**src/ucil_consts.svh**
```systemverilog
/*
 * Constants for the serial channel interrupt and line control block:
 * register offsets, field positions, reset values, identification codes.
 * Assumes inclusion by bare name from the package and the design modules.
 */
`ifndef UCIL_CONSTS_SVH
`define UCIL_CONSTS_SVH

// Register offsets (3-bit channel address)
`define UCIL_OFS_DATA      3'h0
`define UCIL_OFS_IEN       3'h1
`define UCIL_OFS_IID       3'h2
`define UCIL_OFS_LCTL      3'h3
`define UCIL_OFS_LSTAT     3'h5
`define UCIL_OFS_MSTAT     3'h6
`define UCIL_OFS_SCR       3'h7

// Interrupt enable fields
`define UCIL_IEN_RX        0
`define UCIL_IEN_TX        1
`define UCIL_IEN_LS        2
`define UCIL_IEN_MS        3
`define UCIL_IEN_RST       8'h00

// Line control fields
`define UCIL_LC_WLEN_LO    0
`define UCIL_LC_WLEN_HI    1
`define UCIL_LC_STOP       2
`define UCIL_LC_PEN        3
`define UCIL_LC_EPS        4
`define UCIL_LC_STICK      5
`define UCIL_LC_BREAK      6
`define UCIL_LC_DIV_ACCESS 7
`define UCIL_LC_RST        8'h00

// FIFO control fields
`define UCIL_FC_EN         0
`define UCIL_FC_TRIG_LO    6
`define UCIL_FC_TRIG_HI    7

// Trigger levels
`define UCIL_TRIG_1        5'h01
`define UCIL_TRIG_4        5'h04
`define UCIL_TRIG_8        5'h08
`define UCIL_TRIG_14       5'h0E

// Identification codes, bits 3..0
`define UCIL_ID_NONE       4'h1
`define UCIL_ID_LS         4'h6
`define UCIL_ID_RX         4'h4
`define UCIL_ID_TO         4'hC
`define UCIL_ID_TX         4'h2
`define UCIL_ID_MS         4'h0

// Time-out length in character times
`define UCIL_TO_CHARS      3'h4
// Baud ticks (16x) per bit
`define UCIL_TICKS_PER_BIT 5'h10

`endif

```
**src/ucil_pkg.sv**
```systemverilog
/*
 * Types for the serial channel interrupt and line control block.
 * Assumes ucil_consts.svh on the include path.
 */
`include "ucil_consts.svh"

package ucil_pkg;

  // Interrupt source ranked highest first
  typedef enum logic [2:0]
  {
    UCIL_SRC_NONE = 3'h0,
    UCIL_SRC_LS   = 3'h1,
    UCIL_SRC_RX   = 3'h3,
    UCIL_SRC_TO   = 3'h2,
    UCIL_SRC_TX   = 3'h6,
    UCIL_SRC_MS   = 3'h7
  } ucil_src_t;

  // Transmit-empty delay states, Gray along the path
  typedef enum logic [1:0]
  {
    UCIL_TE_IDLE = 2'b00,
    UCIL_TE_WAIT = 2'b01,
    UCIL_TE_DONE = 2'b11
  } ucil_te_t;

endpackage

```
**src/ucil_char_timer.sv**
```systemverilog
/*
 * Character-time timer: counts baud ticks into character times and
 * flags when a programmed number of character times have passed.
 * Assumes a one-cycle baud tick enable at sixteen ticks per bit.
 */
`timescale 1ns/1ps

module ucil_char_timer
#(
  parameter int CW = 12
)
(
  // Clock and reset
  input  wire logic          clk,
  input  wire logic          rst,
  // Control
  input  wire logic          restart,
  input  wire logic          run,
  input  wire logic          tick,
  input  wire logic [CW-1:0] ticks_per_char,
  input  wire logic [2:0]    chars,
  // Result
  output logic               expired
);

  logic [CW-1:0] tick_cnt_ff;
  logic [2:0]    char_cnt_ff;

  //////////////////////////////////////////////////////////////////////////
  // Tick and character counters; restart wins over counting
  always_ff @(posedge clk)
  begin
    if (rst || restart || !run)
    begin
      tick_cnt_ff <= '0;
      char_cnt_ff <= 3'h0;
    end
    else if (tick && char_cnt_ff != chars)
    begin
      if (tick_cnt_ff + 1'b1 >= ticks_per_char)
      begin
        tick_cnt_ff <= '0;
        char_cnt_ff <= char_cnt_ff + 3'h1;
      end
      else
        tick_cnt_ff <= tick_cnt_ff + 1'b1;
    end
  end

  // Stays high until restarted or stopped
  assign expired = run && (char_cnt_ff == chars) && (chars != 3'h0);

endmodule

```
**src/ucil_prio.sv**
```systemverilog
/*
 * Interrupt priority encoder: picks the highest pending source and
 * gives its identification code.
 * Assumes pending inputs already gated by their enables.
 */
`timescale 1ns/1ps
`include "ucil_consts.svh"

module ucil_prio
  import ucil_pkg::*;
(
  // Pending sources
  input  wire logic  ls,
  input  wire logic  rx,
  input  wire logic  to,
  input  wire logic  tx,
  input  wire logic  ms,
  // Result
  output ucil_src_t  src,
  output logic [3:0] code
);

  // Fixed five-level ranking; time-out ranks just below receive data
  always_comb
  begin
    if (ls)
    begin
      src  = UCIL_SRC_LS;
      code = `UCIL_ID_LS;
    end
    else if (rx)
    begin
      src  = UCIL_SRC_RX;
      code = `UCIL_ID_RX;
    end
    else if (to)
    begin
      src  = UCIL_SRC_TO;
      code = `UCIL_ID_TO;
    end
    else if (tx)
    begin
      src  = UCIL_SRC_TX;
      code = `UCIL_ID_TX;
    end
    else if (ms)
    begin
      src  = UCIL_SRC_MS;
      code = `UCIL_ID_MS;
    end
    else
    begin
      src  = UCIL_SRC_NONE;
      code = `UCIL_ID_NONE;
    end
  end

endmodule

```
**src/ucil_ctrl.sv**
```systemverilog
/*
 * Serial channel interrupt and line control block.
 * Holds interrupt enable, line control and FIFO control state, ranks
 * interrupt sources, builds the identification register, times receive
 * character time-out and delays transmit-empty indications.
 * Assumes the FIFO datapath, serialiser and status logic sit outside on
 * the same clock and report through plain status and pulse inputs.
 */
`timescale 1ns/1ps
`include "ucil_consts.svh"

module ucil_ctrl
  import ucil_pkg::*;
#(
  parameter int CW = 12
)
(
  // Clock and reset
  input  wire logic       CLK,
  input  wire logic       RST,
  // Register port
  input  wire logic [2:0] ADDR,
  input  wire logic [7:0] WDATA,
  input  wire logic       WR,
  input  wire logic       RD,
  output logic [7:0]      RDATA,
  // Channel status from the datapath
  input  wire logic       BAUD_TICK,
  input  wire logic [4:0] RX_LEVEL,
  input  wire logic       RX_CHAR_IN,
  input  wire logic       RX_DATA_READY,
  input  wire logic       LS_EVENT,
  input  wire logic       MS_EVENT,
  input  wire logic       TX_FIFO_EMPTY,
  input  wire logic       TX_FIFO_PUSH,
  input  wire logic       TX_STOP_START,
  input  wire logic       TX_SERIAL_RAW,
  input  wire logic [7:0] LINE_STATUS_IN,
  input  wire logic [7:0] MODEM_STATUS_IN,
  // Register strobes to the datapath
  output logic            RX_POP,
  output logic            TX_WRITE,
  output logic [7:0]      TX_DATA,
  output logic [7:0]      DIVISOR_LOW,
  output logic [7:0]      DIVISOR_HIGH,
  // Format to the serialisers
  output logic [1:0]      WORD_LENGTH,
  output logic            TWO_STOP_BITS,
  output logic            PARITY_ENABLE,
  output logic            PARITY_EVEN,
  output logic            PARITY_STICK,
  output logic            PARITY_STICK_VALUE,
  output logic            FIFO_ENABLE,
  output logic            HOLDING_EMPTY_FLAG,
  // Line and interrupt
  output logic            SERIAL_TRANSMIT_OUT,
  output logic            CHANNEL_INTERRUPT_OUT
);

  logic [3:0]  ien_ff;
  logic [7:0]  lctl_ff;
  logic        fifo_en_ff;
  logic [1:0]  trig_sel_ff;
  logic [7:0]  scratch_ff;
  logic [7:0]  rdata_ff;
  logic        ls_pend_ff;
  logic        ms_pend_ff;
  logic        to_pend_ff;
  logic        tx_pend_ff;
  logic        tx_seen_empty_ff;
  logic [1:0]  tx_bytes_ff;
  ucil_te_t    te_state_ff;
  logic        rx_pop_ff;
  logic        tx_write_ff;
  logic [7:0]  tx_data_ff;
  logic [7:0]  div_lo_ff;
  logic [7:0]  div_hi_ff;
  logic        txo_ff;
  logic        int_ff;
  logic        hold_empty_ff;
  logic        tx_empty_ind;
  logic        rx_hit;
  logic        to_expired;
  logic        te_expired;
  logic        any_en;
  logic        div_access;
  logic [4:0]  trig_level;
  logic [3:0]  id_code;
  ucil_src_t   top_src;
  logic [7:0]  iid_value;
  logic [CW-1:0] ticks_char;
  logic [CW-1:0] ticks_te;
  logic [3:0]  bits_char;
  logic        wr_data;
  logic        rd_data;
  logic        rd_iid;
  logic        rd_lstat;
  logic        rd_mstat;
  logic        wr_fctl;

  //////////////////////////////////////////////////////////////////////////
  // Decode of the register port
  assign div_access = lctl_ff[`UCIL_LC_DIV_ACCESS];
  assign wr_data  = WR && ADDR == `UCIL_OFS_DATA && !div_access;
  assign rd_data  = RD && ADDR == `UCIL_OFS_DATA && !div_access;
  assign rd_iid   = RD && ADDR == `UCIL_OFS_IID;
  assign wr_fctl  = WR && ADDR == `UCIL_OFS_IID;
  assign rd_lstat = RD && ADDR == `UCIL_OFS_LSTAT;
  assign rd_mstat = RD && ADDR == `UCIL_OFS_MSTAT;
  assign any_en   = |ien_ff;

  // Interrupt enable, upper bits not stored so they read zero
  always_ff @(posedge CLK)
  begin
    if (RST)
      ien_ff <= 4'h0;
    else if (WR && ADDR == `UCIL_OFS_IEN && !div_access)
      ien_ff <= WDATA[3:0];
  end

  // Line control and scratch
  always_ff @(posedge CLK)
  begin
    if (RST)
    begin
      lctl_ff    <= `UCIL_LC_RST;
      scratch_ff <= 8'h00;
    end
    else if (WR && ADDR == `UCIL_OFS_LCTL)
      lctl_ff <= WDATA;
    else if (WR && ADDR == `UCIL_OFS_SCR)
      scratch_ff <= WDATA;
  end

  // FIFO control; other bits only take effect with FIFOs enabled
  always_ff @(posedge CLK)
  begin
    if (RST)
    begin
      fifo_en_ff  <= 1'b0;
      trig_sel_ff <= 2'b00;
    end
    else if (wr_fctl)
    begin
      fifo_en_ff <= WDATA[`UCIL_FC_EN];
      if (WDATA[`UCIL_FC_EN])
        trig_sel_ff <= WDATA[`UCIL_FC_TRIG_HI:`UCIL_FC_TRIG_LO];
    end
  end

  // Divisor bytes, reachable only with the access bit set
  always_ff @(posedge CLK)
  begin
    if (RST)
    begin
      div_lo_ff <= 8'h00;
      div_hi_ff <= 8'h00;
    end
    else if (WR && div_access && ADDR == `UCIL_OFS_DATA)
      div_lo_ff <= WDATA;
    else if (WR && div_access && ADDR == `UCIL_OFS_IEN)
      div_hi_ff <= WDATA;
  end

  //////////////////////////////////////////////////////////////////////////
  // Receive trigger level and data-available condition
  always_comb
  begin
    unique case (trig_sel_ff)
      2'b00: trig_level = `UCIL_TRIG_1;
      2'b01: trig_level = `UCIL_TRIG_4;
      2'b10: trig_level = `UCIL_TRIG_8;
      2'b11: trig_level = `UCIL_TRIG_14;
    endcase
  end

  // Level-based so it drops itself once reads bring the FIFO under trigger
  assign rx_hit = fifo_en_ff ? (RX_LEVEL >= trig_level)
                             : RX_DATA_READY;

  // Character length in bits: start, data, parity, stop
  assign bits_char = 4'h7 + {2'b00, lctl_ff[1:0]}
                     + {3'b000, lctl_ff[`UCIL_LC_PEN]}
                     + {3'b000, lctl_ff[`UCIL_LC_STOP]};
  assign ticks_char = CW'(bits_char) * CW'(`UCIL_TICKS_PER_BIT);
  assign ticks_te   = ticks_char - CW'(`UCIL_TICKS_PER_BIT);

  // A read always restarts; a character only while none pending
  ucil_char_timer #(.CW(CW)) u_to_timer
  (
    .clk            (CLK),
    .rst            (RST),
    .restart        (rd_data || (RX_CHAR_IN && !to_pend_ff)),
    .run            (fifo_en_ff && RX_LEVEL != 5'h00),
    .tick           (BAUD_TICK),
    .ticks_per_char (ticks_char),
    .chars          (`UCIL_TO_CHARS),
    .expired        (to_expired)
  );

  // Time-out pending; a read clears it and the timer is restarted
  always_ff @(posedge CLK)
  begin
    if (RST || !fifo_en_ff)
      to_pend_ff <= 1'b0;
    else if (rd_data)
      to_pend_ff <= 1'b0;
    else if (to_expired)
      to_pend_ff <= 1'b1;
  end

  //////////////////////////////////////////////////////////////////////////
  // Bytes seen in transmit FIFO since last holding-empty set, saturating
  always_ff @(posedge CLK)
  begin
    if (RST || hold_empty_ff && !TX_FIFO_EMPTY && tx_bytes_ff == 2'h0)
      tx_bytes_ff <= 2'h0;
    else if (TX_FIFO_PUSH && tx_bytes_ff != 2'h2)
      tx_bytes_ff <= tx_bytes_ff + 2'h1;
    else if (tx_empty_ind && !hold_empty_ff)
      tx_bytes_ff <= 2'h0;
  end

  // Delay of the empty indication: one character less the stop bit
  always_ff @(posedge CLK)
  begin
    if (RST || !TX_FIFO_EMPTY)
      te_state_ff <= UCIL_TE_IDLE;
    else
    begin
      unique case (te_state_ff)
        UCIL_TE_IDLE:
          if (!fifo_en_ff || tx_bytes_ff == 2'h2)
            te_state_ff <= UCIL_TE_DONE;
          else if (TX_STOP_START)
            te_state_ff <= UCIL_TE_WAIT;
        UCIL_TE_WAIT:
          if (te_expired)
            te_state_ff <= UCIL_TE_DONE;
        UCIL_TE_DONE:
          te_state_ff <= UCIL_TE_DONE;
        default:
          te_state_ff <= UCIL_TE_IDLE;
      endcase
    end
  end

  ucil_char_timer #(.CW(CW)) u_te_timer
  (
    .clk            (CLK),
    .rst            (RST),
    .restart        (1'b0),
    .run            (te_state_ff == UCIL_TE_WAIT),
    .tick           (BAUD_TICK),
    .ticks_per_char (ticks_te),
    .chars          (3'h1),
    .expired        (te_expired)
  );

  assign tx_empty_ind = TX_FIFO_EMPTY && te_state_ff == UCIL_TE_DONE;

  // Holding-empty flag follows the delayed indication
  always_ff @(posedge CLK)
  begin
    if (RST)
      hold_empty_ff <= 1'b1;
    else if (wr_data)
      hold_empty_ff <= 1'b0;
    else if (tx_empty_ind || !fifo_en_ff && TX_FIFO_EMPTY)
      hold_empty_ff <= 1'b1;
  end

  // Transmit interrupt pending; new empty edge or mode change sets it
  always_ff @(posedge CLK)
  begin
    if (RST)
      tx_pend_ff <= 1'b0;
    else if (wr_fctl && WDATA[`UCIL_FC_EN] != fifo_en_ff)
      tx_pend_ff <= 1'b1;
    else if (tx_empty_ind && !tx_seen_empty_ff)
      tx_pend_ff <= 1'b1;
    else if (wr_data || rd_iid && top_src == UCIL_SRC_TX)
      tx_pend_ff <= 1'b0;
  end

  always_ff @(posedge CLK)
  begin
    if (RST)
      tx_seen_empty_ff <= 1'b1;
    else
      tx_seen_empty_ff <= tx_empty_ind;
  end

  //////////////////////////////////////////////////////////////////////////
  // Line status and modem pending; a new event beats the clearing read
  always_ff @(posedge CLK)
  begin
    if (RST)
      ls_pend_ff <= 1'b0;
    else if (LS_EVENT)
      ls_pend_ff <= 1'b1;
    else if (rd_lstat)
      ls_pend_ff <= 1'b0;
  end

  always_ff @(posedge CLK)
  begin
    if (RST)
      ms_pend_ff <= 1'b0;
    else if (MS_EVENT)
      ms_pend_ff <= 1'b1;
    else if (rd_mstat)
      ms_pend_ff <= 1'b0;
  end

  // Ranking with each source gated by its enable
  ucil_prio u_prio
  (
    .ls   (ls_pend_ff && ien_ff[`UCIL_IEN_LS]),
    .rx   (rx_hit && ien_ff[`UCIL_IEN_RX]),
    .to   (to_pend_ff && ien_ff[`UCIL_IEN_RX]),
    .tx   (tx_pend_ff && ien_ff[`UCIL_IEN_TX]),
    .ms   (ms_pend_ff && ien_ff[`UCIL_IEN_MS]),
    .src  (top_src),
    .code (id_code)
  );

  // Identification value; bit3 only in FIFO mode
  assign iid_value = {fifo_en_ff, fifo_en_ff, 2'b00,
                      id_code[3] && fifo_en_ff, id_code[2:0]};

  //////////////////////////////////////////////////////////////////////////
  // Read data, valid the cycle after the strobe only
  always_ff @(posedge CLK)
  begin
    if (RST || !RD)
      rdata_ff <= 8'h00;
    else
    begin
      unique case (ADDR)
        `UCIL_OFS_DATA:  rdata_ff <= 8'h00;
        `UCIL_OFS_IEN:   rdata_ff <= div_access ? div_hi_ff : {4'h0, ien_ff};
        `UCIL_OFS_IID:   rdata_ff <= any_en ? iid_value
                                   : {fifo_en_ff, fifo_en_ff, 6'h01};
        `UCIL_OFS_LCTL:  rdata_ff <= lctl_ff;
        3'h4:            rdata_ff <= 8'h00;
        `UCIL_OFS_LSTAT: rdata_ff <= {LINE_STATUS_IN[7:6], hold_empty_ff,
                                      LINE_STATUS_IN[4:0]};
        `UCIL_OFS_MSTAT: rdata_ff <= MODEM_STATUS_IN;
        `UCIL_OFS_SCR:   rdata_ff <= scratch_ff;
      endcase
      if (ADDR == `UCIL_OFS_DATA && div_access)
        rdata_ff <= div_lo_ff;
    end
  end

  // Datapath strobes registered so every output but PARITY_STICK_VALUE is a flip-flop
  always_ff @(posedge CLK)
  begin
    if (RST)
    begin
      rx_pop_ff   <= 1'b0;
      tx_write_ff <= 1'b0;
      tx_data_ff  <= 8'h00;
    end
    else
    begin
      rx_pop_ff   <= rd_data;
      tx_write_ff <= wr_data;
      if (wr_data)
        tx_data_ff <= WDATA;
    end
  end

  // Break forces spacing on the pin only; a cycle of latency is harmless
  always_ff @(posedge CLK)
  begin
    if (RST)
      txo_ff <= 1'b1;
    else
      txo_ff <= TX_SERIAL_RAW && !lctl_ff[`UCIL_LC_BREAK];
  end

  // Interrupt output, active high, silent with all sources disabled
  always_ff @(posedge CLK)
  begin
    if (RST)
      int_ff <= 1'b0;
    else
      int_ff <= any_en && top_src != UCIL_SRC_NONE;
  end

  //////////////////////////////////////////////////////////////////////////
  // Output assignments; format fields from line control, stick value inverted
  assign RDATA                 = rdata_ff;
  assign RX_POP                = rx_pop_ff;
  assign TX_WRITE              = tx_write_ff;
  assign TX_DATA               = tx_data_ff;
  assign DIVISOR_LOW           = div_lo_ff;
  assign DIVISOR_HIGH          = div_hi_ff;
  assign WORD_LENGTH           = lctl_ff[1:0];
  assign TWO_STOP_BITS         = lctl_ff[`UCIL_LC_STOP];
  assign PARITY_ENABLE         = lctl_ff[`UCIL_LC_PEN];
  assign PARITY_EVEN           = lctl_ff[`UCIL_LC_EPS];
  assign PARITY_STICK          = lctl_ff[`UCIL_LC_STICK];
  assign PARITY_STICK_VALUE    = !lctl_ff[`UCIL_LC_EPS];
  assign FIFO_ENABLE           = fifo_en_ff;
  assign HOLDING_EMPTY_FLAG    = hold_empty_ff;
  assign SERIAL_TRANSMIT_OUT   = txo_ff;
  assign CHANNEL_INTERRUPT_OUT = int_ff;

endmodule

```
**config.mk**
```make
export PLATFORM = sky130hd
export DESIGN_NAME = ucil_ctrl
export DESIGN_NICKNAME = d
export VERILOG_FILES = /design/src/ucil_pkg.sv /design/src/ucil_char_timer.sv /design/src/ucil_prio.sv /design/src/ucil_ctrl.sv
export VERILOG_INCLUDE_DIRS = /design/src
export SDC_FILE = /design/constraint.sdc
export NUM_CORES = 1
export LEC_CHECK = 0
export BUFFER_PORTS_ARGS = -buffer_cell sky130_fd_sc_hd__buf_2
export CORE_ASPECT_RATIO = 1.1
export CORE_UTILIZATION = 60
export CTS_BUF_LIST = sky130_fd_sc_hd__clkbuf_8
export DETAILED_ROUTE_END_ITERATION = 8
export PLACE_DENSITY = 0.83
export SLEW_MARGIN = 30
export SYNTH_ARGS = -nofsm -noshare
export SYNTH_HDL_FRONTEND = slang
export SYNTH_HIERARCHICAL = 1
export SYNTH_SLANG_ARGS = --single-unit
```
**constraint.sdc**
```tcl
create_clock -name CLK -period 6 [get_ports CLK]
set_input_delay 1.2 -clock CLK [delete_from_list [all_inputs] [get_ports CLK]]
set_output_delay 1.2 -clock CLK [all_outputs]
set_load 0.01 [all_outputs]
```
* Word-level counts from Yosys, hierarchy flattened
Cells that the tools add are included.
** Word-level totals
- Output and inout bits :: 45
- Word-level logic and storage cells :: 175
- Bits of input ports :: 45
- Flip-flop bits (word level) :: 99
** Cells by class
- Magnitude comparators :: 3
- Equality and inequality tests :: 22
- $add $sub $neg :: 9
- Reduce and logical (&&, ||, !) cells :: 81
- Bitwise operators :: 2
- Multiplexer cells :: 33
** Operators with widths (count)
- 8-bit case mux with 7 select lines :: 1
- 1-bit logical AND :: 39
- 12-bit by 1-bit adder with 12-bit output, second input constant :: 2
- 12-bit 2-to-1 mux :: 2
- 4-bit 2-to-1 mux :: 5
- 5-bit case mux with 4 select lines :: 1
- 3-bit == test, second input constant :: 6
- 8-bit 2-to-1 mux :: 2
- 3-bit 2-to-1 mux :: 5
- 12-bit >= comparator :: 1
- 12-bit by 8-bit >= comparator with 1-bit output :: 1
- 2-bit AND reduction :: 6
- 1-bit zero test :: 11
- 1-bit logical OR :: 11
- 1-bit 2-to-1 mux :: 11
- 2-bit 2-to-1 mux :: 5
- 8-bit by 5-bit subtractor with 9-bit output, second input constant :: 1
- 4-bit by 1-bit adder with 4-bit output :: 2
- 2-bit == test, second input constant :: 4
- 2-bit nonzero test :: 4
- 3-bit by 1-bit adder with 3-bit output, second input constant :: 2
- 3-bit by 1-bit == test with 1-bit output, second input constant :: 2
- 3-bit by 2-bit == test with 1-bit output, second input constant :: 2
- 2-bit zero test :: 3
- 15 further kinds :: 21

* Depth between registers and ports, before layout
- Depth after elaboration :: 13
- Gate-level depth with buffers :: 20
- Mapped depth without buffers :: 18

* Hierarchy
Netlist, hierarchy kept.
** By module, submodules not included
- ucil_ctrl :: area an instance 3433.3 um^2, cells an instance 405, times used 1
- ucil_char_timer at u_te_timer :: area an instance 1286.2 um^2, cells an instance 149, times used 1
- ucil_char_timer at u_to_timer :: area an instance 1282.5 um^2, cells an instance 149, times used 1
- ucil_prio :: area an instance 66.3 um^2, cells an instance 10, times used 1

* Worst setup path before layout
No wires, ideal clock.
- Path kind :: register to register
- Start :: reg lctl_ff[3]
- End :: reg u_te_timer.tick_cnt_ff[9]
- Required time :: 5.931 ns
- Arrival :: 3.270 ns
- Period minus slack after synthesis :: 3.339 ns
- Cell stages (with the launch flop) :: 21
- Setup time :: 0.069 ns
- Setup slack :: 2.661 ns
- Path through :: dfxtp_1 -> inv_1 -> ha_1 -> inv_1 -> ha_1 -> inv_1 -> fa_1 -> xnor2_1 -> inv_1 -> nor3_1 -> xnor2_1 -> inv_1 -> ha_1 -> a21oi_1 -> nor2_1 -> a211oi_2 -> o31a_1 -> buf_6 -> buf_12 -> nand4_2 -> a21oi_2
** Between the ends
- Cells in the longest elaborated chain, start to end :: 5
** RTL lines
- start: declaration :: RTL line ucil_ctrl.sv:61 : logic [7:0] lctl_ff;
- start signal: assignment :: RTL line ucil_ctrl.sv:126 : lctl_ff <= `UCIL_LC_RST;
- 4-bit by 1-bit adder with 4-bit output (2 in a row) :: RTL line ucil_ctrl.sv:182 : assign bits_char = 4'h7 + {2'b00, lctl_ff[1:0]}
- named net bits_char[2] :: RTL line ucil_ctrl.sv:93 : logic [3:0] bits_char;
- 8-bit by 5-bit subtractor with 9-bit output :: RTL line ucil_ctrl.sv:186 : assign ticks_te = ticks_char - CW'(`UCIL_TICKS_PER_BIT);
- named net ticks_te[7] :: RTL line ucil_ctrl.sv:92 : logic [CW-1:0] ticks_te;
- 12-bit >= comparator :: RTL line ucil_char_timer.sv:40 : if (tick_cnt_ff + 1'b1 >= ticks_per_char)
- 12-bit 2-to-1 mux :: RTL line ucil_char_timer.sv:40
- end signal: assignment :: RTL line ucil_char_timer.sv:46 : tick_cnt_ff <= tick_cnt_ff + 1'b1;
- end: declaration :: RTL line ucil_char_timer.sv:26 : logic [CW-1:0] tick_cnt_ff;
The timed path passes the listed nets, and every way through them passes these cells.
A chain may end at the register's enable or synchronous reset.

* Worst setup path after layout
- Start :: reg lctl_ff[0]
- End :: reg u_te_timer.char_cnt_ff[2]
** Between the ends
- Cells in the longest elaborated chain, start to end :: 6
** RTL lines
- 3-bit by 2-bit adder with 4-bit output :: RTL line ucil_ctrl.sv:182
- 4-bit by 1-bit adder with 4-bit output (2 in a row) :: RTL line ucil_ctrl.sv:182
- named net bits_char[2] :: RTL line ucil_ctrl.sv:93
- 8-bit by 5-bit subtractor with 9-bit output :: RTL line ucil_ctrl.sv:186
- named net ticks_te[7] :: RTL line ucil_ctrl.sv:92
- 12-bit >= comparator :: RTL line ucil_char_timer.sv:40
- 2-bit AND reduction (no source line)
- end signal: assignment :: RTL line ucil_char_timer.sv:43 : char_cnt_ff <= char_cnt_ff + 3'h1;
- end: declaration :: RTL line ucil_char_timer.sv:27 : logic [2:0] char_cnt_ff;
The timed path passes the listed nets, and every way through them passes these cells.

==> summary.txt <==
Logic synthesis
  – Sequential fraction of the synthesis area: 32.66%
  – Mapped Cells: 713
  – Area leader, netlist: dfxtp_1
  – Post-synth top area share: about 33%
  – Primary FF master, synth: dfxtp_1
  – Ys async rst share: 0%
  – Synth Warn #: 6
  – Unique masters post-synth: 74
  – Mapped Area: a little over 0.006 mm²
  – Synth Register Bits: between 90 and 100
  – Mean Syn Cell Area: 8.511 µm²
  – Number of synthesized flops with an enable pin: 0
  – Dominant cells by area after synthesis: dfxtp_1 (33%), ha_1 (7.8%), nand2_1 (6.3%)

Timing
  – Setup TNS: 0 ps
  – Fmax: 242.7 MHz
  – Fin Hold WS: 460.5 ps
  – Worst-Margin Slew: 971.0 ps
  – Period utilization: 68.68%
  – Final setup fails: 0
  – RSZ-0062 raised after global routing: no
  – Hold Fails Final Rpt: 0
  – Clock skew: 8.921 ps
  – Minimum clock period: 4121 ps
  – Slew HR: 35.27%
  – Slew Limit Fails: 0

Global routing
  – Number of global-route vias before repair: 5215
  – First-pass GRT wire length: around 24 mm
  – Gr usage total: 29.21%
  – Antenna violations before repair: 0
  – Total grt overflow: 0
  – Largest net degree at the start of global routing: 58

Setup path
  – R2r setup slk: 1880 ps
  – Worst Reg-to-Reg Cells: 18
  – CP Data Arrival Time: 4410 ps
  – WS Path Type: reg2reg
  – Required time worst endpoint: 6290 ps
  – RR Endpoint: u_te_timer/char_cnt_ff[2]
  – Worst setup EP type: flop
  – FF-to-FF Start: lctl_ff[0]
  – CP Max Fanout: 21
  – CP Launch Type: flop

Run
  – Number of max-cap violations: 0

Cells and area
  – Most frequent cells in the layout: nand2_1 (102), dfxtp_1 (99), buf_2 (87), a21oi_1 (52)
  – Final instance area: 0.006758 mm²
  – Nets@finish: between 800 and 900
  – # diodes: 0
  – Fillers: 794
  – Commonest non-fill, non-tap cell in the layout: nand2_1
  – Area grow syn2layout: 11.36%
  – Share of layout cells above drive strength 1: 22.83%

Floorplanning
  – I/O pins: 90
  – Starting Density: 61.66%
  – CORE AREA: ~0.0098 mm²
  – Die H: approximately 110 µm
  – Cell Rows: 38
  – Die Area: 0.01052 mm²
  – Die Span X: 97.89 µm

Power
  – Worst VDD drop: 0.1562 mV
  – Total chip power: approximately 1.3 mW
  – Power Density: 194.2 mW/mm²
  – Leak: 2.838 nW

Clock network
  – Worst-path clk slew: 100 ps
  – H-Tree Depth: 3
  – Clock Latency Late Sink: 370 ps
  – Post-CTS Resized: 0
  – CTS tree: yes
  – Cts hold-fix bufs: 0
  – Clk buf depth: 2
  – Root buf cell: clkbuf_8
  – CTS Sinks: 99
  – Total CTS buffers: 9
  – Post-CTS Setup Repair Bufs: 0

Routing
  – ANT nets after route: 0
  – Via density per instance: 5.813
  – 1st-pass router iterations: 7
  – Residual DRC count: 1
  – WL final: 14.84 mm
  – Wirelength per Cell: 16.03 µm
  – Initial DRC Count: roughly 240
  – Vias: 5383

Status
  – Status: complete, but fails checks
  – Failing checks: design-rule violations

Place
  – Cell Area, Placed: about 0.0065 mm²
  – Post-DP HPWL: ~11 mm
  – Gpl congestion: 0.9054
  – IO Port Bufs: 88

Hold path
  – Worst Hold Class: reg2reg
  – WHS Endpoint: TX_DATA[6]
  – Hold Path Cell Cnt: 2
  – Hold wc startpoint: TX_DATA[6]
metal layers:
metal	GRT usage, %	share of wire (%)	up-vias
met3	4.675	5.9	36
met5	0	0	-
li1	-	-	2608
met4	13.64	3.0	0
met2	50.30	50	208
met1	35.73	41	2531
kinds of logic (layout without fill, tap and decap cells):
family	Yosys count	count (layout)	synth area share [%]
AOI/OAI and AO/OA	129	129	14.10
xor gates and xnor gates	30	30	4.825
adders and majority gates	39	39	8.165
buffers and inverters	85	155	6.825
DFF	99	99	32.66
muxes	36	36	6.268
other	2	25	0.1238
and+or+nand+nor	293	293	27.03
area by class of cell:
cell class / count / area (µm²) / area share, %
multi-input cells: 552 / 3759 / 55.62
clock inverters: 6 / 95.09 / 1.407
clock buffers: 10 / 137.6 / 2.037
well taps: 120 / 150.1 / 2.222
repair buffers: 88 / 442.9 / 6.554
inverters: 51 / 191.4 / 2.833
flip-flops and latches: 99 / 1982 / 29.33
report_power, final:
group | total [mW] | internal [mW] | switching [mW]
registers | 0.674 | 0.667 | 0.00754
logic | 0.143 | 0.0508 | 0.0922
clock network | 0.495 | 0.251 | 0.244
total | 1.31 | 0.968 | 0.344
worst max-delay path by stage:
stage	startpoint	end	slack [ps]	cells after the start
floorplan	lctl_ff[3]	u_te_timer/tick_cnt_ff[9]	2660	20
global placement	lctl_ff[0]	u_te_timer/tick_cnt_ff[9]	2130	18
detailed placement	lctl_ff[0]	u_te_timer/char_cnt_ff[2]	1940	18
CTS	lctl_ff[0]	u_te_timer/char_cnt_ff[2]	1920	18
global route	lctl_ff[0]	u_te_timer/char_cnt_ff[2]	1500	18
finish	lctl_ff[0]	u_te_timer/char_cnt_ff[2]	1880	18
critical path: stages, from the launching register on:
cell and delay, ps:
dfxtp_1 360, inv_1 60, ha_1 290, inv_1 60, ha_1 160, inv_1 60
fa_1 370, xnor2_1 280, inv_1 110, nor3_1 190, xnor2_1 150, inv_1 60
ha_1 300, a21oi_1 140, nor2_1 60, a211oi_2 200, o31a_1 810, o21ai_0 220
a21oi_1 180
sequential cells by signal, summed over array words and instances (netlist names), 2 cells and up:
register and count:
TX_DATA 8, u_to_timer/tick_cnt_ff 12, RDATA 8, te_state_ff 2, DIVISOR_LOW 8, u_te_timer/tick_cnt_ff 12, trig_sel_ff 2, ien_ff 4
lctl_ff 8, u_te_timer/char_cnt_ff 3, tx_bytes_ff 2, u_to_timer/char_cnt_ff 3, scratch_ff 8, DIVISOR_HIGH 8
metrics by stage:
step,instances,util [%],setup slack (ps)
after floorplan,736,-,2661
after CTS,926,68.64,1916
final,926,68.66,1879
after global placement,910,66.27,2135
after global routing,926,68.66,1498
after detailed placement,910,66.27,1936
cell usage after synthesis, types with 8 or more instances:
| library cell | count |
|---|---|
| nand3b_1 | 8 |
| nand3_2 | 21 |
| nand4_1 | 10 |
| a31oi_1 | 9 |
| nor2_1 | 49 |
| nor2b_1 | 9 |
| nand2_1 | 102 |
| xnor2_1 | 24 |
| buf_2 | 8 |
| o21ai_0 | 16 |
| mux2i_1 | 29 |
| ha_1 | 38 |
| buf_4 | 8 |
| a21oi_1 | 52 |
| dfxtp_1 | 99 |
| nand3_1 | 38 |
| inv_1 | 49 |
| clkbuf_1 | 12 |
| a21oi_2 | 16 |
(Power assumes the default switching activity.)
